===== src/ivfs_pkg.sv =====
// Constants, types and command map of the input voltage fault supervisor.
package ivfs_pkg;
    // ==========================================================
    // Command codes and field positions
    localparam logic [7:0] CMD_OV_LIMIT  = 8'h55;
    localparam logic [7:0] CMD_OV_ACTION = 8'h56;
    localparam logic [7:0] CMD_UV_LIMIT  = 8'h58;
    localparam logic [7:0] CMD_TURN_ON_DELAY_TIME = 8'h60;
    localparam int EXP_HI = 15;
    localparam int EXP_LO = 11;
    localparam int MAN_HI = 10;
    localparam int SEL_HI = 7;
    localparam int SEL_LO = 6;
    localparam int RTY_HI = 5;
    localparam int RTY_LO = 3;
    localparam int DLY_HI = 2;
    // ==========================================================
    // Reset values; mantissas are arbitrary stand-ins for stored defaults
    localparam logic [15:0] OV_LIMIT_RST  = 16'hF040;
    localparam logic [15:0] UV_LIMIT_RST  = 16'hF00C;
    localparam logic [15:0] TURN_ON_DELAY_TIME_RST = 16'hF800;
    localparam logic [7:0]  ACTION_RST    = 8'h80;
    localparam logic [4:0]  OV_EXP_RST    = 5'b11110;
    localparam logic [4:0]  TON_EXP_RST   = 5'b11111;
    // ==========================================================
    // Internal fixed point: 6 fraction bits (1/64 V or 1/64 ms)
    localparam int Q_FRAC     = 6;
    localparam int OV_MIN_Q   = 256;
    localparam int OV_MAX_Q   = 1280;
    localparam int OV_STEP_SH = 4;
    localparam int UV_MIN_Q   = 160;
    localparam int UV_MAX_Q   = 992;
    localparam int TON_MAX_Q  = 8160;
    localparam int TON_STEP_SH = 5;
    // ==========================================================
    // Timing
    localparam int CLK_MHZ    = 50;
    localparam int MIN_TON_US = 100;
    localparam int CYC_PER_MS = CLK_MHZ * 1000;
    localparam int MIN_TON_CYC = MIN_TON_US * CLK_MHZ;
    localparam int DLY_SHORT = 1;
    localparam int DLY_MID   = 3;
    localparam int DLY_LONG  = 7;
    // ==========================================================
    // Status bit positions and action codes
    localparam int SW_INPUT = 13;
    localparam int SW_CML   = 1;
    localparam int SW_NOTA  = 0;
    localparam int SI_OV    = 7;
    localparam int SI_UVW   = 5;
    localparam logic [1:0] ACT_IGNORE = 2'b00;
    localparam logic [1:0] ACT_DELAY  = 2'b01;
    localparam logic [1:0] ACT_IMMED  = 2'b10;
    localparam logic [1:0] ACT_BAD    = 2'b11;
    localparam logic [2:0] RTY_FOREVER = 3'd7;

    typedef enum logic [2:0] {
        S_OFF = 3'b000,
        S_TON = 3'b001,
        S_RUN = 3'b010,
        S_DLY = 3'b011,
        S_HIC = 3'b100,
        S_LAT = 3'b101
    } ivfs_state_t;

    typedef struct packed {
        logic        wr;
        logic        rd;
        logic [7:0]  code;
        logic [15:0] data;
    } ivfs_cmd_t;
endpackage


===== src/ivfs_top.sv =====
// Input voltage fault supervisor: command registers, fault status, restart control.
module ivfs_top #(
    parameter int CYC_MS  = ivfs_pkg::CYC_PER_MS,
    parameter int MIN_TON = ivfs_pkg::MIN_TON_CYC
) (
    input  wire logic                mclk_in,
    input  wire logic                rst_n_in,
    input  wire ivfs_pkg::ivfs_cmd_t cmd_in,
    input  wire logic                clear_faults_in,
    input  wire logic                restore_in,
    input  wire logic                start_in,
    input  wire logic [15:0]         power_input_voltage_in,
    input  wire logic [15:0]         rise_cycles_in,
    input  wire logic                pwm_clk_in,
    output logic [15:0]              rd_data_out,
    output logic                     rd_valid_out,
    output logic [15:0]              status_word_out,
    output logic [7:0]               status_input_out,
    output logic                     alert_n_out,
    output logic                     sw_en_out
);
    import ivfs_pkg::*;

    // ==========================================================
    // Linear format helper
    // Converts a linear word to 1/64 units so limits and readings share a scale.
    function automatic logic signed [31:0] lin_q(input logic [15:0] w);
        logic signed [31:0] m;
        logic signed [5:0]  s;
        m = 32'(signed'(w[MAN_HI:0]));
        s = 6'(signed'(w[EXP_HI:EXP_LO])) + 6'sd6;
        lin_q = s[5] ? (m >>> 6'(-s)) : (m <<< s);
    endfunction

    // ==========================================================
    // Synchronisers
    logic [2:0] pwm_sr;
    logic [1:0] vin_st;
    logic [15:0] vin_s1;
    logic [15:0] vin_s2;
    logic pwm_edge;

    // Pins pass two flops; the third pwm stage only serves edge detection.
    always_ff @(posedge mclk_in or negedge rst_n_in) begin
        if (!rst_n_in) begin
            pwm_sr <= 3'b000;
            vin_s1 <= 16'h0000;
            vin_s2 <= 16'h0000;
            vin_st <= 2'b00;
        end else begin
            pwm_sr <= {pwm_sr[1:0], pwm_clk_in};
            vin_s1 <= power_input_voltage_in;
            vin_s2 <= vin_s1;
            vin_st <= {vin_st[0], 1'b1};    // Tracks when the voltage pipe holds a real sample.
        end
    end
    assign pwm_edge = pwm_sr[1] & ~pwm_sr[2];

    // ==========================================================
    // Command registers and status
    logic [15:0] ov_lim, uv_lim, ton_lim;
    logic [7:0]  act;
    logic [7:0]  si;
    logic        cml;
    logic [15:0] next_ov_lim, next_uv_lim, next_ton_lim;
    logic [7:0]  next_act, next_si;
    logic        next_cml;
    logic [15:0] next_rd_data, next_sw;
    logic        next_rd_valid;
    logic signed [31:0] wq, ovq, uvq, tonq, vq;
    logic        ov_now, uv_now;

    assign wq   = lin_q(cmd_in.data);
    assign ovq  = lin_q(ov_lim);
    assign uvq  = lin_q(uv_lim);
    assign tonq = lin_q(ton_lim);
    assign vq   = 32'(vin_s2);
    // Compares wait for a filled synchroniser, so its zero reset value raises no false warning.
    assign ov_now = vin_st[1] && (vq > ovq);
    assign uv_now = vin_st[1] && (vq < uvq);

    // Writes are checked before storing; a rejected write leaves the old value.
    always_comb begin
        next_ov_lim  = ov_lim;
        next_uv_lim  = uv_lim;
        next_ton_lim = ton_lim;
        next_act     = act;
        next_cml     = clear_faults_in ? 1'b0 : cml;
        next_si      = clear_faults_in ? 8'h00 : si;
        next_rd_valid = cmd_in.rd;
        next_rd_data = 16'h0000;
        if (cmd_in.wr) begin
            unique case (cmd_in.code)
                CMD_OV_LIMIT: begin
                    if (wq >= OV_MIN_Q && wq <= OV_MAX_Q && wq[OV_STEP_SH-1:0] == '0) begin
                        next_ov_lim = cmd_in.data;
                    end else begin
                        next_cml = 1'b1;
                    end
                end
                CMD_OV_ACTION: begin
                    if (cmd_in.data[SEL_HI:SEL_LO] != ACT_BAD) begin
                        next_act = cmd_in.data[7:0];
                    end else begin
                        next_cml = 1'b1;
                    end
                end
                CMD_UV_LIMIT: begin
                    if (wq >= UV_MIN_Q && wq <= UV_MAX_Q) begin
                        next_uv_lim = cmd_in.data;
                    end else begin
                        next_cml = 1'b1;
                    end
                end
                CMD_TURN_ON_DELAY_TIME: begin
                    if (wq >= 0 && wq <= TON_MAX_Q && wq[TON_STEP_SH-1:0] == '0) begin
                        next_ton_lim = cmd_in.data;
                    end else begin
                        next_cml = 1'b1;
                    end
                end
                default: next_cml = next_cml;
            endcase
        end
        // Restore rewrites the OV limit and turn-on delay on the stored grid, nearest step, clamped; the UV limit is kept.
        if (restore_in) begin
            next_ov_lim = {OV_EXP_RST, 11'((((ovq < OV_MIN_Q) ? OV_MIN_Q : (ovq > OV_MAX_Q) ? OV_MAX_Q : ovq)
                           + 8) >>> OV_STEP_SH)};
            next_ton_lim = {TON_EXP_RST, 11'((((tonq < 0) ? 0 : (tonq > TON_MAX_Q) ? TON_MAX_Q : tonq)
                            + 16) >>> TON_STEP_SH)};
        end
        unique case (cmd_in.code)
            CMD_OV_LIMIT:  next_rd_data = ov_lim;
            CMD_OV_ACTION: next_rd_data = {8'h00, act};
            CMD_UV_LIMIT:  next_rd_data = uv_lim;
            CMD_TURN_ON_DELAY_TIME: next_rd_data = ton_lim;
            default:       next_rd_data = 16'h0000;
        endcase
        // Hardware set wins over a clear in the same cycle.
        if (ov_now) next_si[SI_OV] = 1'b1;
        if (uv_now) next_si[SI_UVW] = 1'b1;
        next_sw = 16'h0000;
        next_sw[SW_INPUT] = |next_si;
        next_sw[SW_NOTA]  = |next_si;
        next_sw[SW_CML]   = next_cml;
    end

    always_ff @(posedge mclk_in or negedge rst_n_in) begin
        if (!rst_n_in) begin
            ov_lim <= OV_LIMIT_RST;
            uv_lim <= UV_LIMIT_RST;
            ton_lim <= TURN_ON_DELAY_TIME_RST;
            act <= ACTION_RST;
            si <= 8'h00;
            cml <= 1'b0;
            rd_data_out <= 16'h0000;
            rd_valid_out <= 1'b0;
            status_word_out <= 16'h0000;
            status_input_out <= 8'h00;
            alert_n_out <= 1'b1;
        end else begin
            ov_lim <= next_ov_lim;
            uv_lim <= next_uv_lim;
            ton_lim <= next_ton_lim;
            act <= next_act;
            si <= next_si;
            cml <= next_cml;
            rd_data_out <= next_rd_data;
            rd_valid_out <= next_rd_valid;
            status_word_out <= next_sw;
            status_input_out <= next_si;
            alert_n_out <= ~(|si | cml);    // Alert follows the bits by one cycle.
        end
    end

    // ==========================================================
    // Turn-on and fault response sequencer
    ivfs_state_t st, next_st;
    logic [31:0] cnt, next_cnt, ton_cyc;
    logic [2:0]  rep, next_rep, tries, next_tries, fac;
    logic [3:0]  dly_n;
    logic [2:0]  rty;
    logic        next_sw_en;

    assign rty = act[RTY_HI:RTY_LO];
    // Small codes share the shortest delay and single rise-time restart_wait_period.
    assign dly_n = (act[DLY_HI:0] < 3'd2) ? 4'(DLY_SHORT) :
                   (act[DLY_HI:0] < 3'd5) ? 4'(DLY_MID) : 4'(DLY_LONG);
    assign fac = (act[DLY_HI:0] == 3'd0) ? 3'd1 : act[DLY_HI:0];
    assign ton_cyc = 32'((64'(tonq[15:0]) * 64'(CYC_MS)) >> Q_FRAC);

    // Shutdown either latches or enters restart_wait_period; an attempt ends each restart_wait_period.
    always_comb begin
        next_st = st;
        next_cnt = cnt;
        next_rep = rep;
        next_tries = tries;
        if (!start_in) begin
            next_st = S_OFF;
            next_cnt = 32'h0000_0000;
        end else begin
            unique case (st)
                S_OFF: begin
                    next_st = S_TON;
                    next_cnt = 32'h0000_0000;
                end
                S_TON: begin
                    if (cnt >= ton_cyc && cnt >= 32'(MIN_TON)) begin
                        next_st = S_RUN;
                        next_tries = 3'd0;
                    end else begin
                        next_cnt = cnt + 32'h0000_0001;
                    end
                end
                S_RUN: begin
                    next_cnt = 32'h0000_0000;
                    next_rep = 3'd0;
                    if (ov_now && act[SEL_HI:SEL_LO] == ACT_DELAY) begin
                        next_st = S_DLY;
                    end else if (ov_now && act[SEL_HI:SEL_LO] == ACT_IMMED) begin
                        next_st = (rty == 3'd0) ? S_LAT : S_HIC;
                    end
                end
                S_DLY: begin
                    if (pwm_edge) begin
                        next_cnt = cnt + 32'h0000_0001;
                        if (cnt + 32'h0000_0001 >= 32'(dly_n)) begin
                            next_cnt = 32'h0000_0000;
                            next_st = !ov_now ? S_RUN : (rty == 3'd0) ? S_LAT : S_HIC;
                        end
                    end
                end
                S_HIC: begin
                    next_cnt = cnt + 32'h0000_0001;
                    if (cnt + 32'h0000_0001 >= 32'(rise_cycles_in)) begin
                        next_cnt = 32'h0000_0000;
                        next_rep = rep + 3'd1;
                        if (rep + 3'd1 >= fac) begin
                            next_rep = 3'd0;
                            next_tries = (tries == 3'd7) ? tries : tries + 3'd1;
                            if (!ov_now) begin
                                next_st = S_RUN;
                                next_tries = 3'd0;
                            end else if (rty != RTY_FOREVER && tries + 3'd1 >= rty) begin
                                next_st = S_LAT;
                            end
                        end
                    end
                end
                S_LAT: next_st = S_LAT;
                default: next_st = S_OFF;
            endcase
        end
        next_sw_en = (next_st == S_RUN) || (next_st == S_DLY);
    end

    always_ff @(posedge mclk_in or negedge rst_n_in) begin
        if (!rst_n_in) begin
            st <= S_OFF;
            cnt <= 32'h0000_0000;
            rep <= 3'd0;
            tries <= 3'd0;
            sw_en_out <= 1'b0;
        end else begin
            st <= next_st;
            cnt <= next_cnt;
            rep <= next_rep;
            tries <= next_tries;
            sw_en_out <= next_sw_en;
        end
    end
endmodule


===== config.mk =====
export PLATFORM = sky130hd
export DESIGN_NAME = ivfs_top
export DESIGN_NICKNAME = d
export VERILOG_FILES = /design/src/ivfs_pkg.sv /design/src/ivfs_top.sv
export SDC_FILE = /design/constraint.sdc
export NUM_CORES = 1
export LEC_CHECK = 0
export BUFFER_PORTS_ARGS = -buffer_cell sky130_fd_sc_hd__buf_2
export CAP_MARGIN = 20
export CORE_MARGIN = 5
export CORE_UTILIZATION = 65
export DETAILED_ROUTE_END_ITERATION = 10
export MAX_ROUTING_LAYER = met4
export PLACE_DENSITY_LB_ADDON = 0.1
export SYNTH_ARGS = -nofsm -noshare
export SYNTH_HDL_FRONTEND = slang
export SYNTH_SLANG_ARGS = --single-unit

===== constraint.sdc =====
create_clock -name mclk_in -period 19.25 [get_ports mclk_in]
set_clock_uncertainty 0.05 [all_clocks]
set_input_delay 0.9625 -clock mclk_in [delete_from_list [all_inputs] [get_ports mclk_in]]
set_output_delay 0.9625 -clock mclk_in [all_outputs]
set_load 0.005 [all_outputs]

* After elaboration in Yosys (flattened, before gate mapping)
Cells that the tools add are included.
Widths: inputs -> output; s select.
** Word-level totals
- Register bits :: 165
- Word-level logic and storage cells :: 180
** Cells by class
- Add/subtract/negate cells :: 13
- $mul :: 1
- $lt $le $gt $ge :: 20
- Equality and inequality tests :: 23
- Shifts and indexed selects :: 8
- Multiplexer cells :: 58
- Bitwise gates (word level) :: 4
- Reductions and logical operators :: 34
** Operator list (count)
- $mux 32 :: 9
- $mux 16 :: 10
- $pmux 32 s4 :: 1
- $sshl 11x6->32 :: 4
- $sshr 11x6->32 :: 4
- $pmux 16 s4 :: 1
- $mux 3 :: 21
- $add 32x1->32 const B :: 1
- $eq 8x7->1 const B :: 4
- $ge 32x1->1 const B :: 1
- $ge 32x10->1 const B :: 1
- $ge 32x13->1 const B :: 1
- $ge 32x16->1 :: 1
- $ge 32x26->1 :: 1
- $ge 32x3->1 :: 1
- $ge 32x9->1 const B :: 1
- $gt 17x32->1 :: 1
- $gt 32x12->1 const B :: 1
- $gt 32x14->1 const B :: 1
- $le 32x11->1 const B :: 1
- $le 32x12->1 const B :: 1
- $le 32x14->1 const B :: 1
- $lt 17x32->1 :: 1
- $lt 32x1->1 const B :: 1
- 37 further kinds :: 91

* Logic depth before layout (Yosys ltp)
- Depth after elaboration :: 13
- Depth in mapped cells :: 43
- Mapped depth without buffers :: 38

* Least setup slack after synthesis
Ideal clock, no wire load.
- Path kind :: register to register
- Start point :: reg ton_lim[11]
- End point :: reg cnt[10]
- Data arrival time :: 9374 ps
- Data required time :: 19134 ps
- Path slack :: 9759 ps
- Cell stages (with the launch flop) :: 41
- Buffers on the path :: 6
- Clock period less this slack :: 9491 ps
- Path through :: dfstp_2 > buf_4 > buf_2 > buf_4 > inv_1 > ha_1 > buf_2 > mux4_2 > mux4_2 > and2_1 > a211o_1 > ha_1 > ha_1 > ha_1 > inv_1 > fa_1 > inv_1 > ha_1 > [... 5 more ...] > o211ai_1 > a31oi_1 > o21bai_1 > a21oi_1 > xor2_1 > ha_1 > a21o_1 > a21o_1 > a21oi_1 > o21ai_0 > a2111oi_0 > inv_1 > or4_1 > and2_1 > buf_1 > nor2_4 > buf_2 > a22o_1
** On the way
- Word-level cells in the longest chain between the ends :: 9
** RTL lines
- start, declared :: RTL line ivfs_top.sv:61 : logic [15:0] ov_lim, uv_lim, ton_lim;
- start signal, assigned :: RTL line ivfs_top.sv:164 : ton_lim <= next_ton_lim;
- $add 5x4->6 * :: RTL line ivfs_top.sv:31 : s = 6'(signed'(w[EXP_HI:EXP_LO])) + 6'sd6;
- $neg 6->6 :: RTL line ivfs_top.sv:32 : lin_q = s[5] ? (m >>> 6'(-s)) : (m <<< s);
- $sshr 11x6->32 :: RTL line ivfs_top.sv:32
- $mux 32 * :: RTL line ivfs_top.sv:32
- $mul 16x12->28 * :: RTL line ivfs_top.sv:190 : assign ton_cyc = 32'((64'(tonq[15:0]) * 64'(CYC_MS)) >> Q_FRAC);
- $ge 32x26->1 * :: RTL line ivfs_top.sv:208 : if (cnt >= ton_cyc && cnt >= 32'(MIN_TON)) begin
- $logic_and 1x1->1 * :: RTL line ivfs_top.sv:208
- $ne 3x3->1 (no source line) *
- $reduce_and 3->1 (no source line) *
- end signal, assigned :: RTL line ivfs_top.sv:266 : cnt <= next_cnt;
- end, declared :: RTL line ivfs_top.sv:179 : logic [31:0] cnt, next_cnt, ton_cyc;
Mark *: on every way between the ends. The rest lies on a longest branch, timed or not.
A chain may end at the register's enable or synchronous reset.

* Worst setup path in the final report
- Start point :: reg ton_lim[12]
- End point :: reg cnt[17]
Same word-level chain as after synthesis.

==> results.sh <==
export IMPL_outcome="finished, final reports clean"
export IMPL_maximum_number_of_pins_on_one_net_before_global_route_repair=89
export IMPL_min_path_type="reg2reg"
export IMPL_sequential_cell_area_sq_mm=0.00410
export IMPL_setup_repair_after_global_routing_missed_its_margin="false"
export IMPL_grt_total_usage=0.353
export IMPL_synth_yosys_seq_area_share=0.198
export IMPL_detailedRoute_firstIterationViolations=2285
export IMPL_leakage_nw=10.3
export IMPL_layout_common_cells="sky130_fd_sc_hd__ha_1 (207), sky130_fd_sc_hd__inv_1 (191), sky130_fd_sc_hd__nand2_1 (178), sky130_fd_sc_hd__nor2_1 (173), sky130_fd_sc_hd__dfrtp_1 (145)"
export IMPL_clkSlewWorstSetupHoldPaths_ps=70
export IMPL_area_growth_synth_to_final_pct=4.64
export IMPL_measured_slew_at_the_worst_slew_check_pin_ps=1060
export IMPL_antenna_violating_nets_remaining=0
export IMPL_multi_input_comb_area_sq_mm=0.0151
export IMPL_io_pin_count=107
export IMPL_synthesis_area_per_instance_sq_um=8.46
export IMPL_yosysUniqueCellTypes=99
export IMPL_yosysWarnings=0
export IMPL_clkSinkCount=163
export IMPL_criticalPathCategory="reg2reg"
export IMPL_start_util=0.657
export IMPL_antenna_found_initial=1
export IMPL_cts_tree="built"
export IMPL_portBuffers=93
export IMPL_synth_edf_count=0
export IMPL_drt_total_wl_mm=62.3
export IMPL_power_per_cell_area_mw_per_mm2=127
export IMPL_fp_dieW_um=188
export IMPL_setup_tns_ps=0
export IMPL_period_share=0.604
export IMPL_drt_drc_violations_left=0
export IMPL_timing_max_slew_rel_slack=0.293
export IMPL_fill_cells=2597
export IMPL_drv_cap=0
export IMPL_crit_family="compound AO/OA/AOI/OAI gates"
export IMPL_crit_path_frequent_cell="sky130_fd_sc_hd__ha_1"
export IMPL_post_layout_total_power_mw=2.74
export IMPL_crit_path_max_incr_delay_ps=950
export IMPL_utilization=0.687
export IMPL_crit_path_max_fanout=34
export IMPL_setup_viol=0
export IMPL_cp_start_kind="flip-flop"
export IMPL_cp_required_ps=19530
export IMPL_postSynth_asyncResetShare=1.00
export IMPL_vias_in_the_first_global_route=18562
export IMPL_coreArea_sq_mm=0.0315
export IMPL_ctsHtreeMaxLevel=4
export IMPL_grt_pass1_wl_mm=99.6
export IMPL_cts_repair_resized=0
export IMPL_vdd_ir_drop_worst_v=0.000316
export IMPL_grt_ovfl_total=0
export IMPL_final_common_cell="sky130_fd_sc_hd__ha_1"
export IMPL_crit_buf_inv=5
export IMPL_timing_critical_path_slowest_stage_cell="sky130_fd_sc_hd__dfstp_2"
export IMPL_routed_via_density=6.94
export IMPL_timing_hold_violations_final=0
export IMPL_clkLatencyLatePin_ps=450
export IMPL_dp_final_hpwl_mm=47.2
export IMPL_layout_setup_ws_ps=7620
export IMPL_synthesized_netlist_cell_count=2443
export IMPL_final_nets=2712
export IMPL_critical_path_endpoint_type="flip-flop"
export IMPL_dpl_worst_slack_ps=7900
export IMPL_yosys_register_bits=163
export IMPL_die_outline_area_sq_mm=0.0355
export IMPL_cts_root_buffer="sky130_fd_sc_hd__clkbuf_16"
export IMPL_detailedRoute_firstPassIterationCount=7
export IMPL_post_route_min_period_ps=11630
export IMPL_max_freq_mhz=86.0
export IMPL_dominantRegCellSynth="sky130_fd_sc_hd__dfrtp_1"
export IMPL_dieHeight_um=188
export IMPL_gp_congestion=0.992
export IMPL_drt_wirelength_per_cell_um=22.1
export IMPL_clock_path_buffers=2
export IMPL_cts_made_buffers=17
export IMPL_post_cts_repair_setup_buffers=0
export IMPL_crit_arrival_ps=11910
export IMPL_cts_hold_buffers_added=0
export IMPL_syn_cell_area_sq_mm=0.0207
export IMPL_slew_viol_final=0
export IMPL_final_layout_size_suffix_gt1_frac=0.125
export IMPL_fp_row_count=65
export IMPL_num_vias=19573
export IMPL_hold_ws_ps=296
[worst reg2reg max path, delay by kind of cell (launching register included)]
kind / cells / cell delay (ps)
multiplexers: 1 / 310
flip-flops: 1 / 950
buffers and inverters: 5 / 730
XOR/XNOR: 1 / 200
AO/OA/AOI/OAI: 13 / 3740
adder cells (fa/ha/maj): 8 / 3220
AND/OR/NAND/NOR: 6 / 2300
[Yosys cell counts (all sizes together) (12+ instances only)]
master   number  share of area
o31ai        14         0.0051
a31oi        29         0.0088
nand2b       35          0.011
o211ai       36          0.013
xor2         36          0.015
nand2       178          0.032
buf          67          0.018
nand3        58          0.014
nor2b        49          0.015
a22o         28          0.012
and3         37          0.011
clkbuf      112          0.020
inv         192          0.035
nor3         56          0.014
nand4        42          0.013
and4         12         0.0051
mux2i        89          0.043
o22ai        14         0.0042
a21o         39          0.014
a221o        16         0.0077
ha          207           0.13
nor3b        12         0.0046
o21ai       118          0.029
nor4         26         0.0079
dfrtp       145           0.18
a21oi       126          0.031
and2         29         0.0088
xnor2        53          0.023
mux4         56          0.061
nor2        174          0.032
a211oi       29          0.011
or3          12         0.0036
dfstp        18          0.023
fa           38          0.037
a2111oi      14         0.0060
mux2         55          0.031
[report_power, final]
| group | leakage [nW] | switching [mW] | internal [mW] |
|---|---|---|---|
| clock | 0.291 | 0.164 | 0.186 |
| combinational | 7.91 | 1.18 | 0.806 |
| sequential | 2.06 | 0.0486 | 0.359 |
| total | 10.3 | 1.39 | 1.35 |
[registers in the layout, summed over array words and instances, names as in the netlist, 8 cells and up]
register / flops
cnt: 32
si: 8
ton_lim: 16
vin_s2: 16
uv_lim: 16
act: 8
ov_lim: 16
vin_s1: 16
rd_data_out: 16
[worst paths after layout]
path	to	cells past startpoint	startpoint	slack [ps]
worst max-delay path	cnt[17]	34	ton_lim[12]	7620
worst min-delay path	vin_s2[10]	0	vin_s1[10]	300
worst max register to register	cnt[17]	34	ton_lim[12]	7620
worst min register to register	vin_s2[10]	0	vin_s1[10]	300
max in group asynchronous	rd_data_out[3]	2	rst_n_in	17140
min in group asynchronous	cnt[14]	1	rst_n_in	500
[routing by layer]
layer / routed length [um] / global-route usage / share of wire
met4: 3190 / 0.158 / 0.051
met5: 0 / - / 0
met2: 30200 / 0.578 / 0.49
met3: 4980 / 0.0506 / 0.080
met1: 23900 / 0.437 / 0.38
[kinds of logic after synthesis]
kind of cell / count (synthesis) / share of synthesized area
adders and majority gates: 245 / 0.162
muxes: 200 / 0.135
xor gates and xnor gates: 90 / 0.0395
other: 2 / 0.000363
AOI/OAI and AO/OA: 607 / 0.203
and+or+nand+nor: 760 / 0.187
buffers and inverters: 376 / 0.0743
DFF: 163 / 0.198
[through the flow]
stage	cell area, sq um	std cells
finish	21600	2819
global route	21600	2819
CTS	21600	2817
detailed placement	21000	2785
global placement	21000	2785
floorplan	20700	2455
[cell type report]
cell class | count | share of cell area
diodes | 1 | 0.000116
clock buffers | 18 | 0.0198
clock inverters | 14 | 0.00746
inverters | 197 | 0.0342
multi-input cells | 1916 | 0.698
flip-flops and latches | 163 | 0.190
well taps | 402 | 0.0232
repair buffers | 108 | 0.0274
Power figures use the tool's default switching activity.
